### src/core/vrx_pkg.sv
// Shared constants and carrier types for the receiver mode and correction control block
package vrx_pkg;

   localparam int          AXI_ADDR_W     = 4;
   localparam int          AXI_DATA_W     = 32;
   localparam int          FEAT_W         = 6;

   // Register byte offsets
   localparam logic [3:0]  OFS_CTRL       = 4'h0;
   localparam logic [3:0]  OFS_STATUS     = 4'h4;

   // Reset value of the per-feature disable bits
   localparam logic [5:0]  DIS_RESET      = 6'h00;

   // Status word field positions
   localparam int          STAT_FEAT_LSB  = 0;
   localparam int          STAT_VIDEO_BIT = 8;
   localparam int          STAT_SD_BIT    = 9;
   localparam int          STAT_AUTO_BIT  = 10;
   localparam int          STAT_TSEL_BIT  = 11;
   localparam int          STAT_FRST_BIT  = 12;
   localparam int          STAT_EN_BIT    = 13;

   // AXI response codes
   localparam logic [1:0]  RESP_OKAY      = 2'h0;
   localparam logic [1:0]  RESP_SLVERR    = 2'h2;

   // Synchroniser width for the asynchronous control pins
   localparam int          PIN_SYNC_W     = 7;

   typedef enum logic [2:0] {
      VRX_HELD,
      VRX_AUTO,
      VRX_EXT
   } vrx_mode_e;

   // One bit per correction feature, same layout as the disable register
   typedef struct packed {
      logic illegal_remap;
      logic trs_fix;
      logic line_num_fix;
      logic line_crc_fix;
      logic anc_cksum_fix;
      logic edh_crc_fix;
   } vrx_feat_s;

   typedef struct packed {
      logic                    en;
      logic [AXI_ADDR_W-1:0]   addr;
      logic [AXI_DATA_W-1:0]   data;
      logic [3:0]              strb;
   } vrx_wr_s;

endpackage

### src/core/vrx_axil_slave.sv
// AXI4-Lite slave front end: one write and one read at a time
`timescale 1ns/1ps
module vrx_axil_slave
   import vrx_pkg::*;
(
   input  wire logic                   clk,
   input  wire logic                   rst,
   input  wire logic [AXI_ADDR_W-1:0]  awaddr,
   input  wire logic                   awvalid,
   output logic                        awready,
   input  wire logic [AXI_DATA_W-1:0]  wdata,
   input  wire logic [3:0]             wstrb,
   input  wire logic                   wvalid,
   output logic                        wready,
   output logic [1:0]                  bresp,
   output logic                        bvalid,
   input  wire logic                   bready,
   input  wire logic [AXI_ADDR_W-1:0]  araddr,
   input  wire logic                   arvalid,
   output logic                        arready,
   output logic [AXI_DATA_W-1:0]       rdata,
   output logic [1:0]                  rresp,
   output logic                        rvalid,
   input  wire logic                   rready,
   output vrx_wr_s                     wr,
   input  wire logic                   wr_ok,
   output logic [AXI_ADDR_W-1:0]       rd_addr,
   input  wire logic [AXI_DATA_W-1:0]  rd_data,
   input  wire logic                   rd_ok
);

   logic                   aw_have_reg, aw_have_next;
   logic                   w_have_reg,  w_have_next;
   logic [AXI_ADDR_W-1:0]  awaddr_reg,  awaddr_next;
   logic [AXI_DATA_W-1:0]  wdata_reg,   wdata_next;
   logic [3:0]             wstrb_reg,   wstrb_next;
   logic                   bvalid_reg,  bvalid_next;
   logic [1:0]             bresp_reg,   bresp_next;
   logic                   rvalid_reg,  rvalid_next;
   logic [1:0]             rresp_reg,   rresp_next;
   logic [AXI_DATA_W-1:0]  rdata_reg,   rdata_next;
   logic                   do_wr;
   logic                   do_rd;

   // Address and data are latched separately, so either may come first
   assign awready = !aw_have_reg && !bvalid_reg;
   assign wready  = !w_have_reg && !bvalid_reg;
   assign arready = !rvalid_reg;
   assign do_wr   = aw_have_reg && w_have_reg && !bvalid_reg;
   assign do_rd   = arvalid && arready;
   assign rd_addr = araddr;

   always_comb begin
      aw_have_next = aw_have_reg;
      w_have_next  = w_have_reg;
      awaddr_next  = awaddr_reg;
      wdata_next   = wdata_reg;
      wstrb_next   = wstrb_reg;
      bvalid_next  = bvalid_reg;
      bresp_next   = bresp_reg;
      rvalid_next  = rvalid_reg;
      rresp_next   = rresp_reg;
      rdata_next   = rdata_reg;
      if (awvalid && awready) begin
         aw_have_next = 1'b1;
         awaddr_next  = awaddr;
      end
      if (wvalid && wready) begin
         w_have_next = 1'b1;
         wdata_next  = wdata;
         wstrb_next  = wstrb;
      end
      if (do_wr) begin
         aw_have_next = 1'b0;
         w_have_next  = 1'b0;
         bvalid_next  = 1'b1;
         bresp_next   = wr_ok ? RESP_OKAY : RESP_SLVERR;
      end else if (bready) begin
         bvalid_next = 1'b0;
      end
      if (do_rd) begin
         rvalid_next = 1'b1;
         rdata_next  = rd_ok ? rd_data : '0;
         rresp_next  = rd_ok ? RESP_OKAY : RESP_SLVERR;
      end else if (rready) begin
         rvalid_next = 1'b0;
      end
   end

   always_ff @(posedge clk or posedge rst) begin
      if (rst) begin
         aw_have_reg <= 1'b0;
         w_have_reg  <= 1'b0;
         awaddr_reg  <= '0;
         wdata_reg   <= '0;
         wstrb_reg   <= '0;
         bvalid_reg  <= 1'b0;
         bresp_reg   <= RESP_OKAY;
         rvalid_reg  <= 1'b0;
         rresp_reg   <= RESP_OKAY;
         rdata_reg   <= '0;
      end else begin
         aw_have_reg <= aw_have_next;
         w_have_reg  <= w_have_next;
         awaddr_reg  <= awaddr_next;
         wdata_reg   <= wdata_next;
         wstrb_reg   <= wstrb_next;
         bvalid_reg  <= bvalid_next;
         bresp_reg   <= bresp_next;
         rvalid_reg  <= rvalid_next;
         rresp_reg   <= rresp_next;
         rdata_reg   <= rdata_next;
      end
   end

   // One driver for the whole carrier
   assign wr = '{en: do_wr, addr: awaddr_reg, data: wdata_reg, strb: wstrb_reg};
   assign bvalid  = bvalid_reg;
   assign bresp   = bresp_reg;
   assign rvalid  = rvalid_reg;
   assign rresp   = rresp_reg;
   assign rdata   = rdata_reg;

endmodule

### src/core/vrx_ctrl_top.sv
// Mode, correction enable and reset control of the serial video receiver
// What this block does
// - Enable pin high enables correction features
// - Checksum-block CRC fix only for SD
// - Line CRC and line number fix HD-only
// - Disable register bit turns feature off
// - Enable pin low disables all features
// - Mode indicator direction follows detection mode
// - Auto: indicator high only when locked video
// - External indicator high, ASI low: video mode
// - External indicator low: no decode or align
// - External indicator low: no corrections at all
// - Host reset: defaults, all pins high-impedance
// - Scan reset: defaults, scan held in reset
// - Reset released: scan sequence runs again
// - Auto: rate pin low HD, high SD
// - Test select picks host or scan function
`timescale 1ns/1ps
module vrx_ctrl_top
   import vrx_pkg::*;
(
   input  wire logic                   CLK,
   input  wire logic                   SYS_RST,
   input  wire logic [AXI_ADDR_W-1:0]  S_AXI_AWADDR,
   input  wire logic                   S_AXI_AWVALID,
   output logic                        S_AXI_AWREADY,
   input  wire logic [AXI_DATA_W-1:0]  S_AXI_WDATA,
   input  wire logic [3:0]             S_AXI_WSTRB,
   input  wire logic                   S_AXI_WVALID,
   output logic                        S_AXI_WREADY,
   output logic [1:0]                  S_AXI_BRESP,
   output logic                        S_AXI_BVALID,
   input  wire logic                   S_AXI_BREADY,
   input  wire logic [AXI_ADDR_W-1:0]  S_AXI_ARADDR,
   input  wire logic                   S_AXI_ARVALID,
   output logic                        S_AXI_ARREADY,
   output logic [AXI_DATA_W-1:0]       S_AXI_RDATA,
   output logic [1:0]                  S_AXI_RRESP,
   output logic                        S_AXI_RVALID,
   input  wire logic                   S_AXI_RREADY,
   input  wire logic                   CORRECTION_ENABLE_PIN,
   input  wire logic                   VIDEO_MODE_INDICATOR_I,
   output logic                        VIDEO_MODE_INDICATOR_O,
   output logic                        VIDEO_MODE_INDICATOR_OE,
   input  wire logic                   ASI_MODE_SELECT,
   input  wire logic                   RATE_SELECT_I,
   output logic                        RATE_SELECT_O,
   output logic                        RATE_SELECT_OE,
   input  wire logic                   AUTO_DETECT_SELECT,
   input  wire logic                   TEST_PORT_SELECT,
   input  wire logic                   COMBINED_RESET_N,
   input  wire logic                   STREAM_LOCKED,
   input  wire logic                   STREAM_IS_VIDEO,
   input  wire logic                   STREAM_IS_SD,
   output vrx_feat_s                   FEATURE_ENABLE,
   output logic                        SERIAL_DECODE_EN,
   output logic                        FUNC_DEFAULT_RST,
   output logic                        PIN_IO_ENABLE,
   output logic                        LOOP_THROUGH_SERIAL_OUT_OE,
   output logic                        SCAN_RESET,
   output logic                        SCAN_RUN,
   output logic                        HOST_IF_SELECT
);

   logic [PIN_SYNC_W-1:0]  pins_async;
   logic [PIN_SYNC_W-1:0]  pins_sync;
   logic                   en_s, ind_s, asi_s, rate_s, auto_s, tsel_s, rstn_s;
   vrx_wr_s                wr;
   logic                   wr_ok;
   logic [AXI_ADDR_W-1:0]  rd_addr;
   logic [AXI_DATA_W-1:0]  rd_data;
   logic                   rd_ok;

   vrx_mode_e              mode_reg, mode_next;
   vrx_feat_s              dis_reg, dis_next;
   vrx_feat_s              feat_reg, feat_next;
   logic                   decode_reg, decode_next;
   logic                   ind_o_reg, ind_o_next;
   logic                   ind_oe_reg, ind_oe_next;
   logic                   rate_o_reg, rate_o_next;
   logic                   rate_oe_reg, rate_oe_next;
   logic                   frst_reg, frst_next;
   logic                   pin_en_reg, pin_en_next;
   logic                   scan_rst_reg, scan_rst_next;
   logic                   scan_run_reg, scan_run_next;
   logic                   host_sel_reg, host_sel_next;
   logic                   video_ok;
   logic                   sd_rate;

   // Word address match on the register bus
   function automatic logic is_reg(input logic [AXI_ADDR_W-1:0] a,
                                   input logic [AXI_ADDR_W-1:0] ofs);
      return a[AXI_ADDR_W-1:2] == ofs[AXI_ADDR_W-1:2];
   endfunction

   // Rate qualification after the enable pin and disable bits
   function automatic vrx_feat_s feat_gate(input logic en, input vrx_feat_s dis,
                                           input logic video, input logic sd);
      vrx_feat_s f;
      f = (en && video) ? vrx_feat_s'(~dis) : vrx_feat_s'('0);
      f.edh_crc_fix  = f.edh_crc_fix & sd;
      f.line_crc_fix = f.line_crc_fix & ~sd;
      f.line_num_fix = f.line_num_fix & ~sd;
      return f;
   endfunction

   assign pins_async = {CORRECTION_ENABLE_PIN, VIDEO_MODE_INDICATOR_I, ASI_MODE_SELECT,
                        RATE_SELECT_I, AUTO_DETECT_SELECT, TEST_PORT_SELECT,
                        COMBINED_RESET_N};

   // Reset pin synchronises to low so the core starts held in defaults
   vrx_sync #(
      .W    (PIN_SYNC_W),
      .INIT ('0)
   ) u_pin_sync (
      .clk (CLK),
      .rst (SYS_RST),
      .d   (pins_async),
      .q   (pins_sync)
   );

   assign {en_s, ind_s, asi_s, rate_s, auto_s, tsel_s, rstn_s} = pins_sync;

   vrx_axil_slave u_bus (
      .clk     (CLK),
      .rst     (SYS_RST),
      .awaddr  (S_AXI_AWADDR),
      .awvalid (S_AXI_AWVALID),
      .awready (S_AXI_AWREADY),
      .wdata   (S_AXI_WDATA),
      .wstrb   (S_AXI_WSTRB),
      .wvalid  (S_AXI_WVALID),
      .wready  (S_AXI_WREADY),
      .bresp   (S_AXI_BRESP),
      .bvalid  (S_AXI_BVALID),
      .bready  (S_AXI_BREADY),
      .araddr  (S_AXI_ARADDR),
      .arvalid (S_AXI_ARVALID),
      .arready (S_AXI_ARREADY),
      .rdata   (S_AXI_RDATA),
      .rresp   (S_AXI_RRESP),
      .rvalid  (S_AXI_RVALID),
      .rready  (S_AXI_RREADY),
      .wr      (wr),
      .wr_ok   (wr_ok),
      .rd_addr (rd_addr),
      .rd_data (rd_data),
      .rd_ok   (rd_ok)
   );

   assign wr_ok = is_reg(wr.addr, OFS_CTRL) || is_reg(wr.addr, OFS_STATUS);
   assign rd_ok = is_reg(rd_addr, OFS_CTRL) || is_reg(rd_addr, OFS_STATUS);

   always_comb begin
      rd_data = '0;
      if (is_reg(rd_addr, OFS_CTRL)) begin
         rd_data[FEAT_W-1:0] = dis_reg;
      end else if (is_reg(rd_addr, OFS_STATUS)) begin
         rd_data[STAT_FEAT_LSB +: FEAT_W] = feat_reg;
         rd_data[STAT_VIDEO_BIT]          = video_ok;
         rd_data[STAT_SD_BIT]             = sd_rate;
         rd_data[STAT_AUTO_BIT]           = auto_s;
         rd_data[STAT_TSEL_BIT]           = tsel_s;
         rd_data[STAT_FRST_BIT]           = frst_reg;
         rd_data[STAT_EN_BIT]             = en_s;
      end
   end

   // Disable bits return to defaults while the functional reset is held
   always_comb begin
      dis_next = dis_reg;
      if (!rstn_s) begin
         dis_next = DIS_RESET;
      end else if (wr.en && is_reg(wr.addr, OFS_CTRL) && wr.strb[0]) begin
         dis_next = wr.data[FEAT_W-1:0];
      end
   end

   always_comb begin
      if (!rstn_s) begin
         mode_next = VRX_HELD;
      end else if (auto_s) begin
         mode_next = VRX_AUTO;
      end else begin
         mode_next = VRX_EXT;
      end
   end

   always_comb begin
      video_ok    = 1'b0;
      sd_rate     = rate_s;
      decode_next = 1'b0;
      case (mode_next)
         VRX_AUTO: begin
            video_ok    = 1'b1;
            sd_rate     = STREAM_IS_SD;
            decode_next = 1'b1;
         end
         VRX_EXT: begin
            video_ok    = ind_s && !asi_s;
            decode_next = ind_s;
         end
         VRX_HELD: begin
            video_ok    = 1'b0;
            decode_next = 1'b0;
         end
         default: begin
            video_ok    = 1'b0;
            decode_next = 1'b0;
         end
      endcase
      feat_next     = feat_gate(en_s, dis_reg, video_ok, sd_rate);
      pin_en_next   = rstn_s || tsel_s;
      ind_oe_next   = auto_s && pin_en_next;
      rate_oe_next  = auto_s && pin_en_next;
      ind_o_next    = rstn_s && STREAM_LOCKED && STREAM_IS_VIDEO;
      rate_o_next   = rstn_s && STREAM_IS_SD;
      frst_next     = !rstn_s;
      scan_rst_next = tsel_s && !rstn_s;
      scan_run_next = tsel_s && rstn_s;
      host_sel_next = !tsel_s;
   end

   always_ff @(posedge CLK or posedge SYS_RST) begin
      if (SYS_RST) begin
         mode_reg     <= VRX_HELD;
         dis_reg      <= DIS_RESET;
         feat_reg     <= '0;
         decode_reg   <= 1'b0;
         ind_o_reg    <= 1'b0;
         ind_oe_reg   <= 1'b0;
         rate_o_reg   <= 1'b0;
         rate_oe_reg  <= 1'b0;
         frst_reg     <= 1'b1;
         pin_en_reg   <= 1'b0;
         scan_rst_reg <= 1'b0;
         scan_run_reg <= 1'b0;
         host_sel_reg <= 1'b1;
      end else begin
         mode_reg     <= mode_next;
         dis_reg      <= dis_next;
         feat_reg     <= feat_next;
         decode_reg   <= decode_next;
         ind_o_reg    <= ind_o_next;
         ind_oe_reg   <= ind_oe_next;
         rate_o_reg   <= rate_o_next;
         rate_oe_reg  <= rate_oe_next;
         frst_reg     <= frst_next;
         pin_en_reg   <= pin_en_next;
         scan_rst_reg <= scan_rst_next;
         scan_run_reg <= scan_run_next;
         host_sel_reg <= host_sel_next;
      end
   end

   assign FEATURE_ENABLE             = feat_reg;
   assign SERIAL_DECODE_EN           = decode_reg;
   assign VIDEO_MODE_INDICATOR_O     = ind_o_reg;
   assign VIDEO_MODE_INDICATOR_OE    = ind_oe_reg;
   assign RATE_SELECT_O              = rate_o_reg;
   assign RATE_SELECT_OE             = rate_oe_reg;
   assign FUNC_DEFAULT_RST           = frst_reg;
   assign PIN_IO_ENABLE              = pin_en_reg;
   assign LOOP_THROUGH_SERIAL_OUT_OE = pin_en_reg;
   assign SCAN_RESET                 = scan_rst_reg;
   assign SCAN_RUN                   = scan_run_reg;
   assign HOST_IF_SELECT             = host_sel_reg;
endmodule

### src/core/vrx_sync.sv
// Two-flop synchroniser for asynchronous control pins
`timescale 1ns/1ps
module vrx_sync
   import vrx_pkg::*;
#(
   parameter int          W    = 1,
   parameter logic [W-1:0] INIT = '0
) (
   input  wire logic          clk,
   input  wire logic          rst,
   input  wire logic [W-1:0]  d,
   output logic [W-1:0]       q
);

   logic [W-1:0] s1_reg;
   logic [W-1:0] s2_reg;
   logic [W-1:0] s1_next;
   logic [W-1:0] s2_next;

   // First stage is read only by the second
   always_comb begin
      s1_next = d;
      s2_next = s1_reg;
   end

   always_ff @(posedge clk or posedge rst) begin
      if (rst) begin
         s1_reg <= INIT;
         s2_reg <= INIT;
      end else begin
         s1_reg <= s1_next;
         s2_reg <= s2_next;
      end
   end

   assign q = s2_reg;

endmodule

### config.mk
export PLATFORM = sky130hd
export DESIGN_NAME = vrx_ctrl_top
export DESIGN_NICKNAME = d
export VERILOG_FILES = /design/src/core/vrx_pkg.sv /design/src/core/vrx_axil_slave.sv /design/src/core/vrx_ctrl_top.sv /design/src/core/vrx_sync.sv
export SDC_FILE = /design/constraint.sdc
export NUM_CORES = 1
export LEC_CHECK = 0
export BUFFER_PORTS_ARGS = -buffer_cell sky130_fd_sc_hd__buf_2
export CORE_MARGIN = 4
export CORE_UTILIZATION = 42
export DETAILED_ROUTE_END_ITERATION = 10
export PLACE_DENSITY = 0.74
export SYNTH_ARGS = -nofsm -noshare
export SYNTH_HDL_FRONTEND = slang
export SYNTH_SLANG_ARGS = --single-unit
### constraint.sdc
create_clock -name CLK -period 2 [get_ports CLK]
set_input_delay 0.1 -clock CLK [delete_from_list [all_inputs] [get_ports CLK]]
set_output_delay 0.1 -clock CLK [all_outputs]
set_load 0.005 [all_outputs]
==> parameters.txt <==
Parameter                              Value

Outcome
  Run status ... finished, final reports clean

Detailed routing
  Number of DRC markers after the initial detailed-route iteration ... 67
  Aggregate routed wire length ... 4264 microns
  Routed vias ... 1514
  Mean routed wirelength per cell ... 12.22 microns
  Detailed-route DRC error count ... 0
  First-pass iteration count of the detailed router ... 4
  Via-per-instance ratio ... 4.338
  Number of nets with antenna violations after detailed routing ... 0

Critical path
  Launching instance or port of the critical path ... u_bus.bvalid
  Endpoint class of the critical path ... flop
  Critical setup path kind ... flop to flop
  CP Launch Type ... flop
  Data arrival at the endpoint of the critical path ... 1700 ps
  Required time of the critical path ... 2240 ps
  Maximum net fanout on the critical path ... 6
  RR Startpoint ... u_bus.bvalid

STA
  Final count of hold timing violations ... 0
  Tmin final ... 1460 ps
  Sum of negative setup slack ... 0 ps
  Number of setup violations in the final report ... 0
  Max-Slew Margin vs Limit ... 62.33%
  Final max-slew violation count ... 0
  Setup repair after global routing missed its margin ... no
  Setup Skew ... 6.557 ps
  Maximum frequency from static timing analysis ... 685.1 MHz
  Final worst path period share ... 72.99%
  Transition time at the pin with the least slew margin ... 562.7 ps

Pwr
  Int Pwr ... 2.216 mW
  Part of the power in the clock network ... 29.0%
  Sequential group share of total power ... 53.2%
  Net load switching power ... 0.7822 mW
  Power density normalized to cell area ... 978.6 nW/um^2
  Leakage ... 1.572 nW
  Switching Share ... 26.09%
  Combinational Power Share ... 17.7%
  Max IR drop VDD ... 0.6045 mV

Die
  Initial core utilization ... 43.56%
  Number of rows created at floorplan ... 27
  Die W ... 83.81 microns
  Overall die area ... 7023 sq um
  Ports ... 119
  Height of the die ... 83.81 microns
  Core Area ... 5540 sq um

Clocking
  TritonCTS sink count ... 62
  # H-tree levels ... 3
  Reg clk slew, reported paths ... 60 ps
  CTS Buf Count ... 9
  Post CTS Setup Buffer Count ... 0
  CTS tree ... built
  Clock insertion delay at the later pin of the skew report ... 310 ps
  Hold bufs inserted after CTS ... 19
  Clock buffer depth ... 2
  Root Driver ... clkbuf_8
  Number of gates resized after CTS ... 0

Place
  Placer's final routability congestion estimate ... 0.6754
  Dpl hpwl ... 3169 microns
  DP Area ... 2709 sq um
  Count of input and output buffers ... 63

Final layout
  Final net count ... 335
  Area added between synthesis and finish ... 26.96%
  Layout cell share with drive strength beyond 1 ... 31.77%
  Fill cell total of the finished layout ... 491
  Final Util ... 55.31%
  Total non-filler cell area in the finished layout ... 3064 sq um
  Diode insertion count for antenna repair ... 0
  Area used by sequential logic in the layout ... 1554 sq um
  Area of the multi-input gates ... 700.7 sq um
  Number of flip-flops in the largest register ... 12

Global routing
  Overflow left after global routing ... 0
  Total routing resource utilization after global routing ... 13.41%
  Via count of the first global-routing pass ... 1552
  Largest net degree at the start of global routing ... 23
  Number of antenna violations at the first check in global routing ... 0
  First-pass GRT wire length ... 7431 microns

Hold path
  Hold wc startpoint ... S_AXI_ARADDR[3]
  Hold/Removal Path Class ... input pin to flop

Yosys
  Synth top area share ... 62.21%
  Post-synthesis area per instance ... 13.05 sq um
  Share of flip-flops with an asynchronous set or reset ... 100.0%
  Count of different cell masters after synthesis ... 31
  Cell taking the most area after synthesis ... dfrtp_1
  Gate count after technology mapping ... 185
  Post-synthesis cell area ... 2414 sq um
  Post-synth EDFFs ... 0
  Register area share after synthesis ... 64.39%
  Number of synthesis warnings ... 0
  Top cells by area in the synthesized netlist ... dfrtp_1 (62%), buf_4 (7.5%), mux2i_1 (5.0%), mux2_1 (4.2%), nand2_1 (3.3%)
  Most used flip-flop cell after synthesis ... dfrtp_1
  Synthesized flop and latch total ... 62

Run
  Max-cap viol count ... 0
[cell type report]
cell class,count,share of cell area (%)
multi-input cells,109,22.87
flip-flops and latches,62,50.71
clock buffers,12,4.737
inverters,5,0.6125
repair buffers,87,17.80
clock inverters,2,0.3267
well taps,72,2.940
[through the flow]
stage	hold WS (ps)	instances	power (mW)	worst slack, ps
detailed placement	123.2	315	2.136	542.1
floorplan	131.4	206	1.975	361.9
global placement	124.2	315	2.103	572.6
finish	60.86	349	2.999	540.3
global route	51.35	349	3.191	456.7
CTS	0.8444	348	3.051	515.0
[power groups by stage]
stage / sequential (mW) / clock (mW) / combinational (mW)
2_1_floorplan: 1.60 / 0 / 0.379
3_3_place_gp: 1.61 / 0 / 0.493
3_5_place_dp: 1.62 / 0 / 0.513
4_1_cts: 1.60 / 0.908 / 0.542
5_1_grt: 1.63 / 0.958 / 0.600
6_report: 1.60 / 0.871 / 0.532
[worst max-delay path, stage by stage, from the launching register on]
cell and delay [ps]:
dfrtp_1 420, nand3b_4 200, nor4b_4 510, mux2i_1 240
[placed cells by master, fill, tap and decap left out, types with 3 or more instances in the layout]
| cell type | netlist | final |
|---|---|---|
| a22o_1 | 6 | 6 |
| and2_1 | 4 | 4 |
| buf_2 | 1 | 63 |
| buf_4 | 24 | 4 |
| clkbuf_8 | 0 | 10 |
| conb_1 | 1 | 22 |
| dfrtp_1 | 60 | 60 |
| dlygate4sd3_1 | 0 | 20 |
| inv_1 | 5 | 4 |
| mux2_1 | 9 | 9 |
| mux2_2 | 3 | 3 |
| mux2i_1 | 12 | 12 |
| nand2_1 | 21 | 21 |
| nor2_1 | 9 | 9 |
| o21ai_1 | 6 | 6 |
[cell families after synthesis]
group	Yosys count	share of synthesized area, %
buffers and inverters	35	9.849
other	1	0.1554
DFF	62	64.39
and+or+nand+nor	44	9.798
muxes	24	10.58
AOI/OAI and AO/OA	19	5.236
[worst paths after layout]
path,cells after the start,to,slack (ps)
min in group asynchronous,3,u_pin_sync.q[3],320
max in group asynchronous,4,FUNC_DEFAULT_RST,1000
setup reg to reg,3,dis_reg[1],540
setup / recovery,3,dis_reg[1],540
hold reg to reg,0,u_pin_sync.q[6],350
hold / removal,2,u_bus.rresp[1],60
[cell usage after synthesis, drive strengths merged (3+ instances only)]
cell type	n
dfrtp	60
buf	27
nand2	21
mux2	12
mux2i	12
nor2	9
o21ai	8
a22o	6
inv	5
and2	4
clkbuf	3
[metal layers]
metal  vias to the layer above  global-route usage, %  share of wire (%)
met5                         -                      0                  0
met4                         0                  6.579                1.1
met3                         5                  4.640                7.5
met2                        58                  20.82                 48
met1                       707                  16.68                 43
li1                        744                      -                  -
(Power assumes the default switching activity.)
